[config.mk]
export PLATFORM = sky130hd
export DESIGN_NAME = ccp_top
export DESIGN_NICKNAME = d
export VERILOG_FILES = /design/src/design/ccp_pkg.sv /design/src/design/ccp_top.sv
export SDC_FILE = /design/constraint.sdc
export NUM_CORES = 1
export LEC_CHECK = 0
export BUFFER_PORTS_ARGS = -buffer_cell sky130_fd_sc_hd__buf_2
export CELL_PAD_IN_SITES_DETAIL_PLACEMENT = 1
export CELL_PAD_IN_SITES_GLOBAL_PLACEMENT = 1
export CORE_MARGIN = 4
export CORE_UTILIZATION = 46
export DETAILED_ROUTE_END_ITERATION = 16
export PLACE_DENSITY = 0.79
export REMOVE_ABC_BUFFERS = 1
export SYNTH_ARGS = -nofsm -noshare
export SYNTH_HDL_FRONTEND = slang
export SYNTH_SLANG_ARGS = --single-unit
export TNS_END_PERCENT = 30
[constraint.sdc]
create_clock -name pclk -period 4.62 [get_ports pclk]
set_input_delay 0.693 -clock pclk [delete_from_list [all_inputs] [get_ports pclk]]
set_output_delay 0.693 -clock pclk [all_outputs]
set_load 0.01 [all_outputs]
[src/design/ccp_pkg.sv]
// Package of constants and types for the configuration control pin logic.
package ccp_pkg;

  // ==========================================================================
  // Register map (APB byte addresses)
  // ==========================================================================
  localparam logic [11:0] CCP_CTRL_ADDR   = 12'h000;
  localparam logic [11:0] CCP_STATUS_ADDR = 12'h004;
  localparam logic [11:0] CCP_RBDATA_ADDR = 12'h008;
  localparam logic [11:0] CCP_FRAME_ADDR  = 12'h00c;

  // Control fields.
  localparam int CTRL_DONE_LATE_BIT = 0;
  localparam int CTRL_RB_OPT_LO     = 1;
  localparam int CTRL_CFG_END_BIT   = 3;
  localparam int CTRL_USER_IO_BIT   = 4;
  localparam logic [31:0] CTRL_RESET = 32'h0000_0000;

  // ==========================================================================
  // Timing
  // ==========================================================================
  localparam int CLK_HZ         = 40_000_000;
  localparam int OSC_HZ         = 1_000_000;
  localparam int OSC_DIV        = CLK_HZ / OSC_HZ;
  localparam int PON_SHORT_LOG2 = 14;
  localparam int PON_LONG_LOG2  = 16;
  localparam int PWR_UP_OSC     = 2;
  localparam int RESET_MIN_OSC  = 3;
  localparam int STOP_BITS      = 3;

  // Readback options chosen at configuration time.
  typedef enum logic [1:0] {
    RB_REPEAT = 2'b00,
    RB_ONCE   = 2'b01,
    RB_NEVER  = 2'b10
  } ccp_rb_opt_t;

  // Configuration modes from the three mode lines.
  localparam logic [2:0] MODE_SLAVE = 3'b111;

  // Sequencer states.
  typedef enum logic [2:0] {
    ST_PON   = 3'b000,
    ST_CLEAR = 3'b001,
    ST_WAIT  = 3'b010,
    ST_CFG   = 3'b011,
    ST_START = 3'b100,
    ST_USER  = 3'b101,
    ST_ERROR = 3'b110
  } ccp_state_t;

endpackage : ccp_pkg

[src/design/ccp_top.sv]
// Configuration control pin sequencer with an APB register slave.
//
// The address map and register access over APB are this design's own decisions.
module ccp_top
  import ccp_pkg::*;
#(
  parameter int PON_SHORT = 2 ** PON_SHORT_LOG2, // Power-on delay with mode 0 high.
  parameter int PON_LONG  = 2 ** PON_LONG_LOG2,  // Power-on delay with mode 0 low.
  parameter int FRAME_LEN = 16                   // Bits per frame including stop bits.
) (
  input  wire logic        pclk,                 // APB clock, 40 MHz.
  input  wire logic        presetn,              // Asynchronous reset, active low.
  input  wire logic        psel,                 // APB select.
  input  wire logic        penable,              // APB enable.
  input  wire logic        pwrite,               // APB direction.
  input  wire logic [11:0] paddr,                // APB byte address.
  input  wire logic [31:0] pwdata,               // APB write data.
  output logic      [31:0] prdata,               // APB read data.
  output logic             pready,               // APB ready.
  output logic             pslverr,              // APB error, unmapped address.
  input  wire logic        power_down_n,         // Power-down pin, active low.
  input  wire logic        reset_n,              // Reset pin, active low.
  input  wire logic        config_clock_in,      // Config clock pin level.
  output logic             config_clock_out,     // Config clock drive value.
  output logic             config_clock_oe,      // Config clock drive enable.
  input  wire logic        done_program_in,      // Done/program pin level.
  output logic             done_program_oe,      // Open-drain pull-down enable.
  input  wire logic        mode_sel0_readback_trigger, // Mode 0 and readback trigger.
  input  wire logic        mode_sel1_in,         // Mode 1 pin level.
  output logic             mode_sel1_readback_data_n, // Readback data, active low.
  output logic             mode_sel1_oe,         // Mode 1 drive enable.
  input  wire logic        mode_sel2,            // Mode 2 pin level.
  output logic             mode_sel2_pullup,     // Weak pull-up enable on mode 2.
  input  wire logic        config_data_in,       // Serial configuration data.
  output logic             high_during_config,   // High while configuring.
  output logic             low_during_config,    // Low while configuring.
  output logic             init_oe,              // Clearing-status pull-down enable.
  output logic             outputs_active,       // User outputs enabled.
  output logic             user_clear_n,         // User storage clear, active low.
  output logic             user_io_release       // Status pins handed to user.
);

  // ==========================================================================
  // Input synchronisers
  // ==========================================================================
  logic [1:0] pd_sync_q, rst_sync_q, trig_sync_q, config_clock_sync_q, dp_sync_q, din_sync_q;
  logic [1:0] m1_sync_q, m2_sync_q;
  logic       trig_last_q, config_clock_last_q, dp_last_q;

  // two-stage sync. Unpowered inputs read high during power-down.
  always_ff @(posedge pclk or negedge presetn) begin
    if (!presetn) begin
      pd_sync_q   <= 2'b00;
      rst_sync_q  <= 2'b00;
      trig_sync_q <= 2'b00;
      config_clock_sync_q <= 2'b11;
      dp_sync_q   <= 2'b11;
      din_sync_q  <= 2'b11;
      m1_sync_q   <= 2'b11;
      m2_sync_q   <= 2'b11;
    end else begin
      pd_sync_q   <= {pd_sync_q[0], power_down_n};
      rst_sync_q  <= {rst_sync_q[0], reset_n};
      trig_sync_q <= {trig_sync_q[0], mode_sel0_readback_trigger};
      config_clock_sync_q <= {config_clock_sync_q[0], config_clock_in};
      dp_sync_q   <= {dp_sync_q[0], done_program_in};
      din_sync_q  <= {din_sync_q[0], config_data_in};
      m1_sync_q   <= {m1_sync_q[0], mode_sel1_in};
      m2_sync_q   <= {m2_sync_q[0], mode_sel2};
    end
  end

  // inputs as high while powered down.
  logic pd_active, rst_lvl, trig_lvl, m1_lvl, m2_lvl, din_lvl, config_clock_lvl, dp_lvl;
  assign pd_active = !pd_sync_q[1];
  assign rst_lvl   = pd_active | rst_sync_q[1];
  assign trig_lvl  = pd_active | trig_sync_q[1];
  assign m1_lvl    = pd_active | m1_sync_q[1];
  assign m2_lvl    = pd_active | m2_sync_q[1];
  assign din_lvl   = pd_active | din_sync_q[1];
  assign config_clock_lvl  = pd_active | config_clock_sync_q[1];
  assign dp_lvl    = pd_active | dp_sync_q[1];

  // Edge history for the edge detectors, read from the second stage only.
  always_ff @(posedge pclk or negedge presetn) begin
    if (!presetn) begin
      trig_last_q <= 1'b1;
      config_clock_last_q <= 1'b1;
      dp_last_q   <= 1'b1;
    end else begin
      trig_last_q <= trig_lvl;
      config_clock_last_q <= config_clock_lvl;
      dp_last_q   <= dp_lvl;
    end
  end

  logic config_clock_rise, config_clock_fall, trig_rise, dp_fall;
  assign config_clock_rise = config_clock_lvl & !config_clock_last_q;
  assign config_clock_fall = !config_clock_lvl & config_clock_last_q;
  assign trig_rise = trig_lvl & !trig_last_q;
  assign dp_fall   = !dp_lvl & dp_last_q;

  // ==========================================================================
  // Internal 1 MHz oscillator tick
  // ==========================================================================
  logic [7:0] osc_cnt_q;
  logic       osc_tick;
  assign osc_tick = (osc_cnt_q == 8'(OSC_DIV - 1));

  // The oscillator stops while powered down, so its count restarts from zero on release.
  always_ff @(posedge pclk or negedge presetn) begin
    if (!presetn) begin
      osc_cnt_q <= 8'h00;
    end else if (pd_active || osc_tick) begin
      osc_cnt_q <= 8'h00;
    end else begin
      osc_cnt_q <= osc_cnt_q + 8'h01;
    end
  end

  // ==========================================================================
  // Registers
  // ==========================================================================
  logic [31:0] ctrl_q;
  logic [31:0] rb_data_q;
  logic [15:0] frame_cnt_q;
  logic        m0_strap_q, strap_done_q;
  logic [2:0]  mode_q;
  ccp_state_t  state_q;

  // Control is written only at the completing access phase.
  always_ff @(posedge pclk or negedge presetn) begin
    if (!presetn) begin
      ctrl_q <= CTRL_RESET;
    end else if (psel && penable && pwrite && paddr == CCP_CTRL_ADDR) begin
      ctrl_q <= pwdata;
    end
  end

  // Zero-wait slave: ready is asserted combinationally-free from a register.
  always_ff @(posedge pclk or negedge presetn) begin
    if (!presetn) begin
      pready  <= 1'b0;
      pslverr <= 1'b0;
      prdata  <= 32'h0000_0000;
    end else begin
      pready  <= psel && !penable;
      pslverr <= psel && !penable && !(paddr == CCP_CTRL_ADDR || paddr == CCP_STATUS_ADDR ||
                 paddr == CCP_RBDATA_ADDR || paddr == CCP_FRAME_ADDR);
      unique case (paddr)
        CCP_CTRL_ADDR:   prdata <= ctrl_q;
        CCP_STATUS_ADDR: prdata <= {25'h0, mode_q, m0_strap_q, state_q};
        CCP_RBDATA_ADDR: prdata <= rb_data_q;
        CCP_FRAME_ADDR:  prdata <= {16'h0000, frame_cnt_q};
        default:         prdata <= 32'h0000_0000;
      endcase
    end
  end

  logic        done_late;
  ccp_rb_opt_t rb_opt;
  assign done_late = ctrl_q[CTRL_DONE_LATE_BIT];
  assign rb_opt    = ccp_rb_opt_t'(ctrl_q[CTRL_RB_OPT_LO +: 2]);

  // ==========================================================================
  // Power-on strap and sequencer
  // ==========================================================================
  // mode 0 sampled once after reset release.
  always_ff @(posedge pclk or negedge presetn) begin
    if (!presetn) begin
      m0_strap_q   <= 1'b0;
      strap_done_q <= 1'b0;
    end else if (!strap_done_q && !pd_active) begin
      m0_strap_q   <= trig_lvl;
      strap_done_q <= 1'b1;
    end
  end

  logic [16:0] tmr_q;
  logic [1:0]  rst_cnt_q;
  logic [1:0]  seq_q;
  logic [2:0]  stop_q;
  logic        rb_used_q;

  function automatic logic [16:0] pon_delay(input logic m0);
    pon_delay = m0 ? 17'(PON_SHORT) : 17'(PON_LONG);
  endfunction : pon_delay

  // Sequencer: power-on, clear, wait for reset, load, start-up, user, error.
  always_ff @(posedge pclk or negedge presetn) begin
    if (!presetn) begin
      state_q     <= ST_PON;
      tmr_q       <= 17'h0;
      rst_cnt_q   <= 2'b00;
      mode_q      <= 3'b000;
      frame_cnt_q <= 16'h0000;
      stop_q      <= 3'b000;
      seq_q       <= 2'b00;
    end else if (pd_active) begin
      // halts progress; configuration state is retained.
      tmr_q <= 17'h0;
    end else begin
      // count reset low in oscillator ticks.
      if (rst_lvl) begin
        rst_cnt_q <= 2'b00;
      end else if (osc_tick && rst_cnt_q != 2'(RESET_MIN_OSC)) begin
        rst_cnt_q <= rst_cnt_q + 2'b01;
      end
      unique case (state_q)
        ST_PON: begin
          if (strap_done_q && osc_tick) begin
            tmr_q <= tmr_q + 17'h1;
            if (tmr_q + 17'h1 >= pon_delay(m0_strap_q)) begin
              state_q <= ST_CLEAR;
              tmr_q   <= 17'h0;
            end
          end
        end
        ST_CLEAR: begin
          if (osc_tick) begin
            state_q <= ST_WAIT;
          end
        end
        ST_WAIT: begin
          // hold off while reset low. sample mode lines.
          if (rst_lvl) begin
            mode_q      <= {m2_lvl, m1_lvl, trig_lvl};
            frame_cnt_q <= 16'h0000;
            stop_q      <= 3'b000;
            state_q     <= ST_CFG;
          end
        end
        ST_CFG: begin
          if (rst_cnt_q == 2'(RESET_MIN_OSC)) begin
            state_q <= ST_CLEAR;
          end else if (config_clock_rise) begin
            stop_q      <= {stop_q[1:0], din_lvl};
            frame_cnt_q <= frame_cnt_q + 16'h0001;
            if (frame_cnt_q[7:0] == 8'(FRAME_LEN - 1)) begin
              // stop bit check at frame end.
              if ({stop_q[1:0], din_lvl} != {STOP_BITS{1'b1}}) begin
                state_q <= ST_ERROR;
              end else if (ctrl_q[CTRL_CFG_END_BIT]) begin
                state_q <= ST_START;
                seq_q   <= 2'b00;
              end
              frame_cnt_q[7:0] <= 8'h00;
            end
          end
        end
        ST_START: begin
          // synchronous start-up steps on config clock.
          if (config_clock_rise) begin
            seq_q <= seq_q + 2'b01;
            if (seq_q == 2'b10) begin
              state_q <= ST_USER;
            end
          end
        end
        ST_USER: begin
          if (dp_fall && !done_program_oe) begin
            state_q <= ST_CLEAR;
          end
        end
        ST_ERROR: begin
          // Only a qualified reset leaves the error state.
          if (rst_cnt_q == 2'(RESET_MIN_OSC)) begin
            state_q <= ST_CLEAR;
          end
        end
        default: state_q <= ST_PON;
      endcase
    end
  end

  logic configuring;
  assign configuring = (state_q != ST_USER);

  // ==========================================================================
  // Power-down release hold on done
  // ==========================================================================
  logic [1:0] pd_hold_q;

  // two oscillator periods of done low after release.
  always_ff @(posedge pclk or negedge presetn) begin
    if (!presetn) begin
      pd_hold_q <= 2'b00;
    end else if (pd_active) begin
      pd_hold_q <= 2'(PWR_UP_OSC);
    end else if (osc_tick && pd_hold_q != 2'b00) begin
      pd_hold_q <= pd_hold_q - 2'b01;
    end
  end

  // ==========================================================================
  // Readback
  // ==========================================================================
  logic rb_run_q;

  // trigger gated by option; shift on config clock.
  always_ff @(posedge pclk or negedge presetn) begin
    if (!presetn) begin
      rb_run_q  <= 1'b0;
      rb_used_q <= 1'b0;
      rb_data_q <= 32'h0000_0000;
    end else if (state_q != ST_USER) begin
      rb_run_q  <= 1'b0;
      rb_used_q <= 1'b0;
    end else if (trig_rise && !rb_run_q && rb_opt != RB_NEVER &&
                 !(rb_opt == RB_ONCE && rb_used_q)) begin
      rb_run_q  <= 1'b1;
      rb_used_q <= 1'b1;
      rb_data_q <= {16'h0000, frame_cnt_q};
    end else if (rb_run_q && config_clock_fall) begin
      rb_data_q <= {1'b0, rb_data_q[31:1]};
      rb_run_q  <= (rb_data_q[31:1] != 31'h0);
    end
  end

  // ==========================================================================
  // Pin outputs
  // ==========================================================================
  logic [3:0] cdiv_q;
  logic       config_clock_q;

  // Master clock divider for master and peripheral modes.
  always_ff @(posedge pclk or negedge presetn) begin
    if (!presetn) begin
      cdiv_q <= 4'h0;
      config_clock_q <= 1'b1;
    end else begin
      cdiv_q <= cdiv_q + 4'h1;
      if (cdiv_q == 4'hf) begin
        config_clock_q <= !config_clock_q;
      end
    end
  end

  // All pin drives are registered; power-down releases the clock, mode 1 and init drives but holds done low.
  always_ff @(posedge pclk or negedge presetn) begin
    if (!presetn) begin
      config_clock_out          <= 1'b1;
      config_clock_oe           <= 1'b0;
      done_program_oe           <= 1'b1;
      mode_sel1_readback_data_n <= 1'b1;
      mode_sel1_oe              <= 1'b0;
      mode_sel2_pullup          <= 1'b1;
      high_during_config        <= 1'b1;
      low_during_config         <= 1'b0;
      init_oe                   <= 1'b1;
      outputs_active            <= 1'b0;
      user_clear_n              <= 1'b0;
      user_io_release           <= 1'b0;
    end else begin
      // clock driven in load and start-up unless slave; input in other states.
      config_clock_out <= config_clock_q;
      config_clock_oe  <= !pd_active && (state_q == ST_CFG || state_q == ST_START) &&
                          mode_q != MODE_SLAVE;
      // done order set by control; held low after power-down.
      done_program_oe <= pd_active || pd_hold_q != 2'b00 || configuring &&
                         !(state_q == ST_START && seq_q >= (done_late ? 2'b10 : 2'b01));
      // readback data active low on mode 1 pin.
      mode_sel1_readback_data_n <= !rb_data_q[0];
      mode_sel1_oe              <= !pd_active && rb_run_q && state_q == ST_USER;
      mode_sel2_pullup   <= configuring && !pd_active;
      high_during_config <= configuring;
      low_during_config  <= !configuring;
      // clearing-status low in power-on, clear and error.
      init_oe <= !pd_active && (state_q == ST_PON || state_q == ST_CLEAR ||
                 state_q == ST_ERROR);
      // outputs go active at step one of start-up with done late, step two otherwise.
      outputs_active <= !pd_active && (state_q == ST_USER ||
                        state_q == ST_START && seq_q >= (done_late ? 2'b01 : 2'b10));
      // user storage cleared by raw reset, power-down, or config.
      user_clear_n    <= reset_n && !pd_active && !configuring;
      user_io_release <= !configuring && ctrl_q[CTRL_USER_IO_BIT] && !pd_active;
    end
  end

endmodule : ccp_top

; ---- Word-level counts from Yosys, hierarchy flattened
; Cells that the tools add are included.
[totals]
out_inout_bits = 46
ff_bits = 193
[classes]
n_lt_le_gt_ge = 3
n_mux = 50
reduce_logical = 71
n_addsub = 7
n_bitwise = 12
eq_ne = 39
[ops]
columns = cell, n
row1 = $pmux 32 s4, 1
row2 = $mux 17, 5
row3 = $mux 32, 2
row4 = $mux 16, 3
row5 = $mux 3, 13
row6 = $pmux 16 s2, 1
row7 = $reduce_bool 31->1, 1
row8 = $mux 2, 15
row9 = $ne 2x2->1 const B, 15
row10 = $logic_and 1x1->1, 29
row11 = $eq 12x4->1 const B, 2
row12 = $pmux 3 s7, 1
row13 = $add 17x1->17 const B, 1
row14 = $ge 17x17->1, 1
row15 = $add 16x1->16 const B, 1
row16 = $mux 8, 2
row17 = $logic_not 1->1, 15
row18 = $ne 3x3->1 const B, 5
row19 = $eq 12x3->1 const B, 1
row20 = $logic_not 12->1, 1
row21 = $reduce_and 12->1, 1
row22 = $reduce_bool 2->1, 6
row23 = $logic_or 1x1->1, 10
row24 = $eq 3x3->1 const B, 3
row25 = 25 further kinds, 47

; ---- Longest topological paths before layout
; Gate-level depths: netlist (run 1).
[logic_depth]
depth_word = 8
depth_mapped = 16
depth_no_buf = 15

; ---- Worst setup path before layout (run 1)
; Ideal clock, no wire load.
[synth_timing]
kind = reg-to-reg
from = register tmr_q[7]
to = register state_q[2]
period_less_slack_ns = 3.613
n_path_buf = 1
slack_ns = 1.007
path_stages_with_launch = 15
arrival_ns = 3.466
setup_time_ns = 0.147
cell_sequence = dfrtp_1 -> clkbuf_1 -> nand2_1 -> or4_1 -> nor2_1 -> and3_1 -> nand3_1 -> xnor2_1 -> ha_1 -> nand3_1 -> nor4_1 -> nand4_1 -> or4_4 -> a2111oi_2 -> a211oi_1
[synth_between]
elab_chain_len = 4
[synth_rtl]
columns = element, line
row1 = start: declaration, ccp_top.sv:179  ; logic [16:0] tmr_q;
row2 = start signal: assignment, ccp_top.sv:212  ; tmr_q <= tmr_q + 17'h1;
row3 = $add 17x1->17, ccp_top.sv:213  ; if (tmr_q + 17'h1 >= pon_delay(m0_strap_q)) begin
row4 = $ge 17x17->1, ccp_top.sv:213
row5 = $ne 2x2->1 (no line), --
row6 = $reduce_and 12->1 (no line), --
row7 = end signal: assignment, ccp_top.sv:214  ; state_q <= ST_CLEAR;
row8 = end signal: assignment, ccp_top.sv:221  ; state_q <= ST_WAIT;
row9 = end signal: assignment, ccp_top.sv:230  ; state_q <= ST_CFG;
row10 = end: declaration, ccp_top.sv:129  ; ccp_state_t state_q;
; Every way passes these cells.
; A chain may end at the register's enable or synchronous reset.

; ---- Final worst setup path (run 1)
[layout_timing]
from = register tmr_q[3]
to = register state_q[2]
; The elaborated chain is that of the path after synthesis.

==> results of run 1 <==
## power groups by stage
stage | combinational, mW | clock [mW] | sequential [mW]
2_1_floorplan | 0.0292 | 0 | 1.60
3_3_place_gp | 0.101 | 0 | 1.61
3_5_place_dp | 0.106 | 0 | 1.61
4_1_cts | 0.106 | 1.40 | 1.58
5_1_grt | 0.117 | 1.48 | 1.58
6_report | 0.104 | 1.38 | 1.58
## critical path, stage by stage, from the launching register on
cell	delay (ns)
dfrtp_1	0.58
nand4_1	0.19
or4_1	0.62
nor2_1	0.21
and3_1	0.21
nand3_1	0.11
xnor2_1	0.17
ha_1	0.33
nand3_1	0.08
nor4_1	0.17
nand4_1	0.18
or4_4	0.58
a2111oi_2	0.37
a211oi_1	0.09
## logic make-up (layout without fill, tap and decap cells)
family | after synthesis | after routing
compound gates | 114 | 114
xor+xnor | 22 | 22
simple gates | 270 | 270
buf+inv | 58 | 166
flops | 177 | 177
mux | 66 | 66
fa+ha+maj | 14 | 14
## cells in the mapped netlist (3+ instances only)
library cell	count	area (µm²)
o21ai_0	26	130
dfrtp_1	157	3930
clkbuf_1	27	101
nor3_1	11	55.1
mux4_2	7	158
buf_1	4	15.0
xor2_1	13	114
nor4_1	15	93.8
and4_1	5	43.8
ha_1	14	175
o22ai_1	3	18.8
nand3_1	33	165
nand2b_1	8	50.1
and2_1	19	119
a22oi_1	11	82.6
xnor2_1	9	78.8
nand4_1	11	68.8
nand2_1	56	210
and3_1	11	68.8
a21oi_1	32	160
nor3b_1	4	30.0
nor2b_1	14	87.6
o21bai_1	4	30.0
nor2_1	62	233
a31oi_1	4	25.0
dfstp_2	20	526
a21o_1	5	37.5
mux2_2	42	473
mux2i_1	17	170
buf_2	3	15.0
or3_1	10	62.6
inv_1	23	86.3
o31ai_1	6	45.0
## path summary, 6_finish.rpt
kind	startpoint	to	slack [ns]	cells past startpoint
max in group asynchronous	presetn	trig_last_q	3.30	2
worst min-delay path	mode_sel2	m2_sync_q[0]	0.35	1
worst max-delay path	tmr_q[3]	state_q[2]	0.58	13
worst max register to register	tmr_q[3]	state_q[2]	0.58	13
worst min register to register	rst_sync_q[0]	rst_sync_q[1]	0.35	0
min in group asynchronous	presetn	tmr_q[7]	0.39	1
## metal layers
layer / track usage / vias to the layer above / wire, µm
met3: 0.0401 / 24 / 702
met4: 0.0637 / 0 / 346
met5: 0 / - / 0
met1: 0.278 / 3112 / 8810
met2: 0.370 / 121 / 10400
li1: - / 2757 / -
## layout make-up
| cell class | instances | area, µm² | share of cell area |
|---|---|---|---|
| Inverter | 23 | 86.3 | 0.00928 |
| Tap cell | 220 | 275 | 0.0296 |
| Multi-Input combinational cell | 486 | 3330 | 0.358 |
| Clock buffer | 18 | 439 | 0.0472 |
| Timing Repair Buffer | 111 | 597 | 0.0642 |
| Clock inverter | 14 | 123 | 0.0132 |
| Sequential cell | 177 | 4450 | 0.479 |
## stage by stage
stage | power, mW | hold slack (ns) | setup slack, ns
after floorplan | 1.63 | 0.331 | 0.801
after global placement | 1.71 | 0.337 | 0.769
after detailed placement | 1.71 | 0.336 | 0.632
after CTS | 3.09 | 0.337 | 0.609
after global routing | 3.18 | 0.336 | 0.0836
final | 3.06 | 0.351 | 0.579
## state kept, by name, summed over array words and instances (netlist names), 3 cells and up
signal	cells
tmr_q	17
rb_data_q	16
frame_cnt_q	16
osc_cnt_q	8
state_q	3
prdata	32
cdiv_q	4
ctrl_q	32
mode_q	3
==> flow_summary_export.csv, run 1 <==
group,metric,value,unit
yosys,yosys_warnings,0,
global_route,grt_max_degree,108,
pwr,power.density,329,nW/µm²
global_route,grt_pass1_wl,34100,µm
sta,setup_tns,0,ns
setup_path,criticalPathCategory,"register to register",
pwr,clkPwrFrac,0.450,
layout,final_common_cell,"dfrtp_1",
layout,final_cells,1049,
yosys,synthCells,721,
cts,cts.clk_slew.worst_paths,0.07,ns
sta,hold_viol,0,
route,wl_per_cell,19.4,µm
global_route,grt_overflow,0,
route,route.detailed.drc,0,
die,dieArea,19600,µm²
pwr,p_int,2.33,mW
setup_path,critPathCaptureType,"register",
yosys,synth.mux.area_fraction,0.100,
placement,gp_congestion,0.844,
yosys,ys.flop_type,"dfrtp_1",
pwr,switching_share,0.240,
cts,htreeDepth,4,
layout,final_util,0.553,
cts,cts_hold_buffers,0,
pwr,power_switching,734,µW
yosys,ys_seq_area_frac,0.557,
route,viasPerCell,5.73,
yosys,yosys.area_share.simple,0.174,
cts,cts.sinks,177,
placement,dp.cells,1017,
sta,finClkSkew,0.0124,ns
placement,hpwl,14200,µm
setup_path,path_max_fanout,14,
yosys,synth_fa_ha_area_frac,0.0219,
pwr,p_leak,4.48,nW
cts,cts_resized,0,
die,ioPinCount,103,
die,start_util,0.475,
sta,timing.final.crit_share,0.875,
sta,fmaxAchievable,247,MHz
global_route,grt_antenna_before_repair,0,
yosys,synthArstFlopShare,1.00,
layout,area_delta_synth_final,16.3,%
setup_path,cp.required,4.90,ns
cts,tritoncts,"built",
route,first_pass_iters,4,
yosys,avgSynthCellArea,11.1,µm²
setup_path,arrival,4.32,ns
pwr,combPwrFrac,0.034,
yosys,ys_seq_elements,177,
cts,cts_setup_buffers,0,
global_route,grt_pass1_vias,6512,
sta,drv_slew,0,
sta,maxSlewHeadroom,0.327,
pwr,power_frac_seq,0.516,
layout,fillCellCount,1877,
pwr,irDropWorstVdd,0.253,mV
die,std_cell_rows,47,
route,drt_wl_total,20300,µm
cts,clockBufferDepth,2,
cts,clk_latency,0.44,ns
sta,worst_pin_slew,1.01,ns
die,die_w,140,µm
die,core_area,16800,µm²
placement,place_area,8740,µm²
layout,finalInstanceArea,9300,µm²
cts,cts_buffers,17,
sta,fin_crit,4.04,ns
run_status,status,"finished, final reports clean",
cts,root_buffer,"clkbuf_16",
die,chipHeight,140,µm
placement,portBuffers,102,
yosys,syn-cell-area,8000,µm²
route,ant_nets,0,
yosys,synth_compound_area_frac,0.0950,
route,vias,6014,
flow_run,max-cap-violations,0,
layout,final_cell_mix,"157 x dfrtp_1, 101 x buf_2, 62 x nor2_1, 56 x nand2_1, 42 x mux2_2",
yosys,synth_edf_count,0,
layout,antenna_cells,0,
yosys,ys_types,59,
min_path,hp-class,"input port to register",
yosys,synth_top_family_by_area,"simple AND/OR/NAND/NOR gates",
sta,rsz0062_at_grt,"false",
layout,final_nets,887,
layout,drive_gt1_frac,0.267,
route,drt_iter0_drc,341,
global_route,grt_usage,0.215,
setup_path,worstSetupStartpointType,"register",
sta,setup_viol,0,
yosys,synth_xor_area_frac,0.0241,
Note: power is estimated with default switching activity, not from simulation.
==> run 2, diff against run 1 <==
--- a/config.mk
+++ b/config.mk
@@ -5,14 +5,16 @@
 export SDC_FILE = /design/constraint.sdc
 export NUM_CORES = 1
 export LEC_CHECK = 0
+export ABC_AREA = 1
 export BUFFER_PORTS_ARGS = -buffer_cell sky130_fd_sc_hd__buf_2
 export CELL_PAD_IN_SITES_DETAIL_PLACEMENT = 1
 export CELL_PAD_IN_SITES_GLOBAL_PLACEMENT = 1
 export CORE_MARGIN = 4
-export CORE_UTILIZATION = 46
+export CORE_UTILIZATION = 44
 export DETAILED_ROUTE_END_ITERATION = 16
 export PLACE_DENSITY = 0.79
 export REMOVE_ABC_BUFFERS = 1
+export SETUP_SLACK_MARGIN = 0.3
 export SYNTH_ARGS = -nofsm -noshare
 export SYNTH_HDL_FRONTEND = slang
 export SYNTH_SLANG_ARGS = --single-unit
==> run 2 against run 1 <==
  * Synthesized area down 1.3%
  * Largest cell class unchanged
  * Critical endpoint is now tmr_q[0]
  * Via count up 7.0%
  * Combinational power up 12%
==> flow_summary_export.csv, run 2 <==
group,metric,value,unit
run_status,status,"finished, final reports clean",
setup_path,cp_cell_sequence,"ha_1 -> nand2_1 -> nor2_2 -> nand4_1 -> nor3_1 -> xor2_1 -> ha_1 -> nand3_1 -> nor2_1 -> nand3_1 -> nor2_1 -> nand2_1 -> nor2_1 -> nand2_1 -> and2_4 -> nand2_2 -> o21ai_0",
yosys,synth.area.top_cells,"dfrtp_1 50%, nand2_1 7.8%, dfstp_2 6.7%, inv_1 6.0%, nor2_1 4.3%",
yosys,synth_fa_ha_area_frac,0.0222,
yosys,synthArstFlopShare,1.00,
pwr,irDropWorstVdd,0.233,mV
flow_run,max-cap-violations,0,
yosys,ys_types,47,
setup_path,critPathCaptureType,"register",
cts,clk_latency,0.44,ns
pwr,clkPwrFrac,0.468,
cts,root_buffer,"clkbuf_16",
cts,htreeDepth,4,
setup_path,rr_worst_depth,17,
sta,setup_ws,1.55,ns
yosys,yosys.area_share.simple,0.208,
die,dieArea,20100,µm²
yosys,ys_seq_area_frac,0.565,
sta,hold_viol,0,
yosys,synth.mux.area_fraction,0,
yosys,avgSynthCellArea,9.00,µm²
setup_path,rr_startpoint,"tmr_q[0]",
cts,cts_resized,0,
setup_path,max_stage_delay,0.43,ns
route,drt_wl_total,21200,µm
sta,setup_viol,0,
yosys,synthCells,877,
yosys,synth_area_leader_cell,"dfrtp_1",
yosys,yosys_warnings,0,
global_route,grt_pass1_wl,34900,µm
layout,area_delta_synth_final,17.2,%
yosys,ys.flop_type,"dfrtp_1",
cts,cts_setup_buffers,0,
setup_path,path_max_fanout,12,
cts,cts_buffers,17,
global_route,grt_antenna_before_repair,0,
cts,cts.clk_slew.worst_paths,0.07,ns
pwr,power.density,345,nW/µm²
setup_path,worstSetupEndpoint,"tmr_q[0]",
pwr,switching_share,0.235,
route,first_pass_iters,5,
die,std_cell_rows,48,
sta,finClkSkew,0.00567,ns
yosys,synth_top_family_by_area,"simple AND/OR/NAND/NOR gates",
placement,portBuffers,102,
sta,fmaxAchievable,326,MHz
yosys,synth_edf_count,0,
setup_path,rrSetupSlack,1.55,ns
global_route,grt_usage,0.219,
route,drt_iter0_drc,350,
cts,cts.sinks,177,
yosys,post-synth-top-area-fraction,0.498,
layout,final_nets,1050,
placement,hpwl,14900,µm
route,viasPerCell,5.29,
sta,timing.final.crit_share,0.664,
pwr,power,3.19,mW
route,wl_per_cell,17.4,µm
pwr,p_int,2.44,mW
placement,pre_cts_ws,1.56,ns
pwr,power_frac_seq,0.496,
global_route,grt_max_degree,94,
yosys,yosys.cell_count.top_type,"nand2_1",
global_route,grt_overflow,0,
sta,drv_slew,0,
route,vias,6433,
layout,drive_gt1_frac,0.192,
layout,final_cell_mix,"164 x nand2_1, 157 x dfrtp_1, 127 x inv_1, 101 x buf_2, 90 x nor2_1",
die,chipHeight,142,µm
yosys,synth_xor_area_frac,0.00888,
die,core_area,17400,µm²
cts,clockBufferDepth,2,
layout,top_regs,"ctrl_q: 32 flops, prdata: 32 flops, tmr_q: 17 flops",
route,ant_nets,0,
pwr,p_leak,4.67,nW
route,route.detailed.drc,0,
setup_path,cp_slowest_cell,"dfrtp_1",
min_path,hp-class,"input port to asynchronous set/reset pin",
sta,rsz0062_at_grt,"false",
die,ioPinCount,103,
setup_path,criticalPathCategory,"register to register",
sta,maxSlewHeadroom,0.402,
global_route,grt_pass1_vias,6729,
pwr,combPwrFrac,0.036,
die,die_w,142,µm
setup_path,r2r-end,"tmr_q[0]",
sta,fin_crit,3.07,ns
yosys,syn-cell-area,7890,µm²
cts,tritoncts,"built",
cts,cts_hold_buffers,0,
setup_path,cp.required,4.93,ns
setup_path,crit_start,"tmr_q[0]",
setup_path,arrival,3.38,ns
yosys,synth_compound_area_frac,0.118,
layout,antenna_cells,0,
layout,final_common_cell,"nand2_1",
placement,gp_congestion,0.824,
yosys,ys_top_cells_by_count,"164 x nand2_1, 157 x dfrtp_1, 127 x inv_1",
die,start_util,0.453,
yosys,ys_seq_elements,177,
pwr,power_switching,750,µW
setup_path,worstSetupStartpointType,"register",
sta,setup_tns,0,ns
sta,worst_pin_slew,0.894,ns
[run 2: cell count changes after synthesis, sizes merged, moves of 13 or more]
cell    before  now
inv         23  131
o221ai       2   15
nand2       56  167
o21ai       26   61
mux2i       17    0
o211ai       2   16
nor2b       14    0
and2        19    3
nor2        62   95
mux2        42    0
[run 2: cell families after synthesis]
kind of cell	Yosys count
AOI/OAI and AO/OA	156
xor gates and xnor gates	8
adders and majority gates	14
buffers and inverters	159
DFF	177
and+or+nand+nor	363
[run 2: per-stage QoR]
step | instances | utilization | hold slack (ns) | instance area (µm²)
finish | 1217 | 0.531 | 0.334 | 9240
global route | 1217 | 0.531 | 0.330 | 9240
CTS | 1217 | 0.531 | 0.333 | 9240
detailed placement | 1185 | 0.496 | 0.338 | 8630
global placement | 1185 | 0.496 | 0.333 | 8630
floorplan | 851 | - | 0.331 | 7770
[run 2: area by class of cell]
cell class                 count  area (µm²)
timing repair buffer         109         569
multi-input combinational    541        2830
clock inverter                14         169
sequential                   177        4450
fill                        2066        8170
clock buffer                  18         439
tap                          225         282
inverter                     133         499
[run 2: worst min path at each step]
stage / to / depth (start not counted)
after global routing: m1_sync_q[0] / 1
after floorplan: pd_sync_q[1] / 0
final: pd_hold_q[1] / 1
after CTS: config_clock_sync_q[0] / 1
after global placement: rst_sync_q[1] / 0
after detailed placement: pd_sync_q[1] / 0
[run 2: worst max-delay path: cells and delay by family (launching register included)]
family          cells  cell delay (ns)
compound gates      1             0.10
xor+xnor            1             0.14
fa+ha+maj           2             0.59
flops               1             0.43
simple gates       13             1.69
[run 2: per-layer routing]
layer	vias to the layer above	track usage	part of all wire
met5	-	0	0
li1	3066	-	-
met1	3224	0.292	0.44
met3	24	0.0418	0.041
met4	0	0.0626	0.014
met2	119	0.369	0.50
[run 2: power by group through the flow]
| stage | clock network [mW] | logic (mW) | registers (mW) |
|---|---|---|---|
| after floorplan | 0 | 0.0410 | 1.61 |
| after global placement | 0 | 0.116 | 1.61 |
| after detailed placement | 0 | 0.119 | 1.61 |
| after CTS | 1.52 | 0.121 | 1.58 |
| after global routing | 1.60 | 0.133 | 1.58 |
| final | 1.49 | 0.116 | 1.58 |
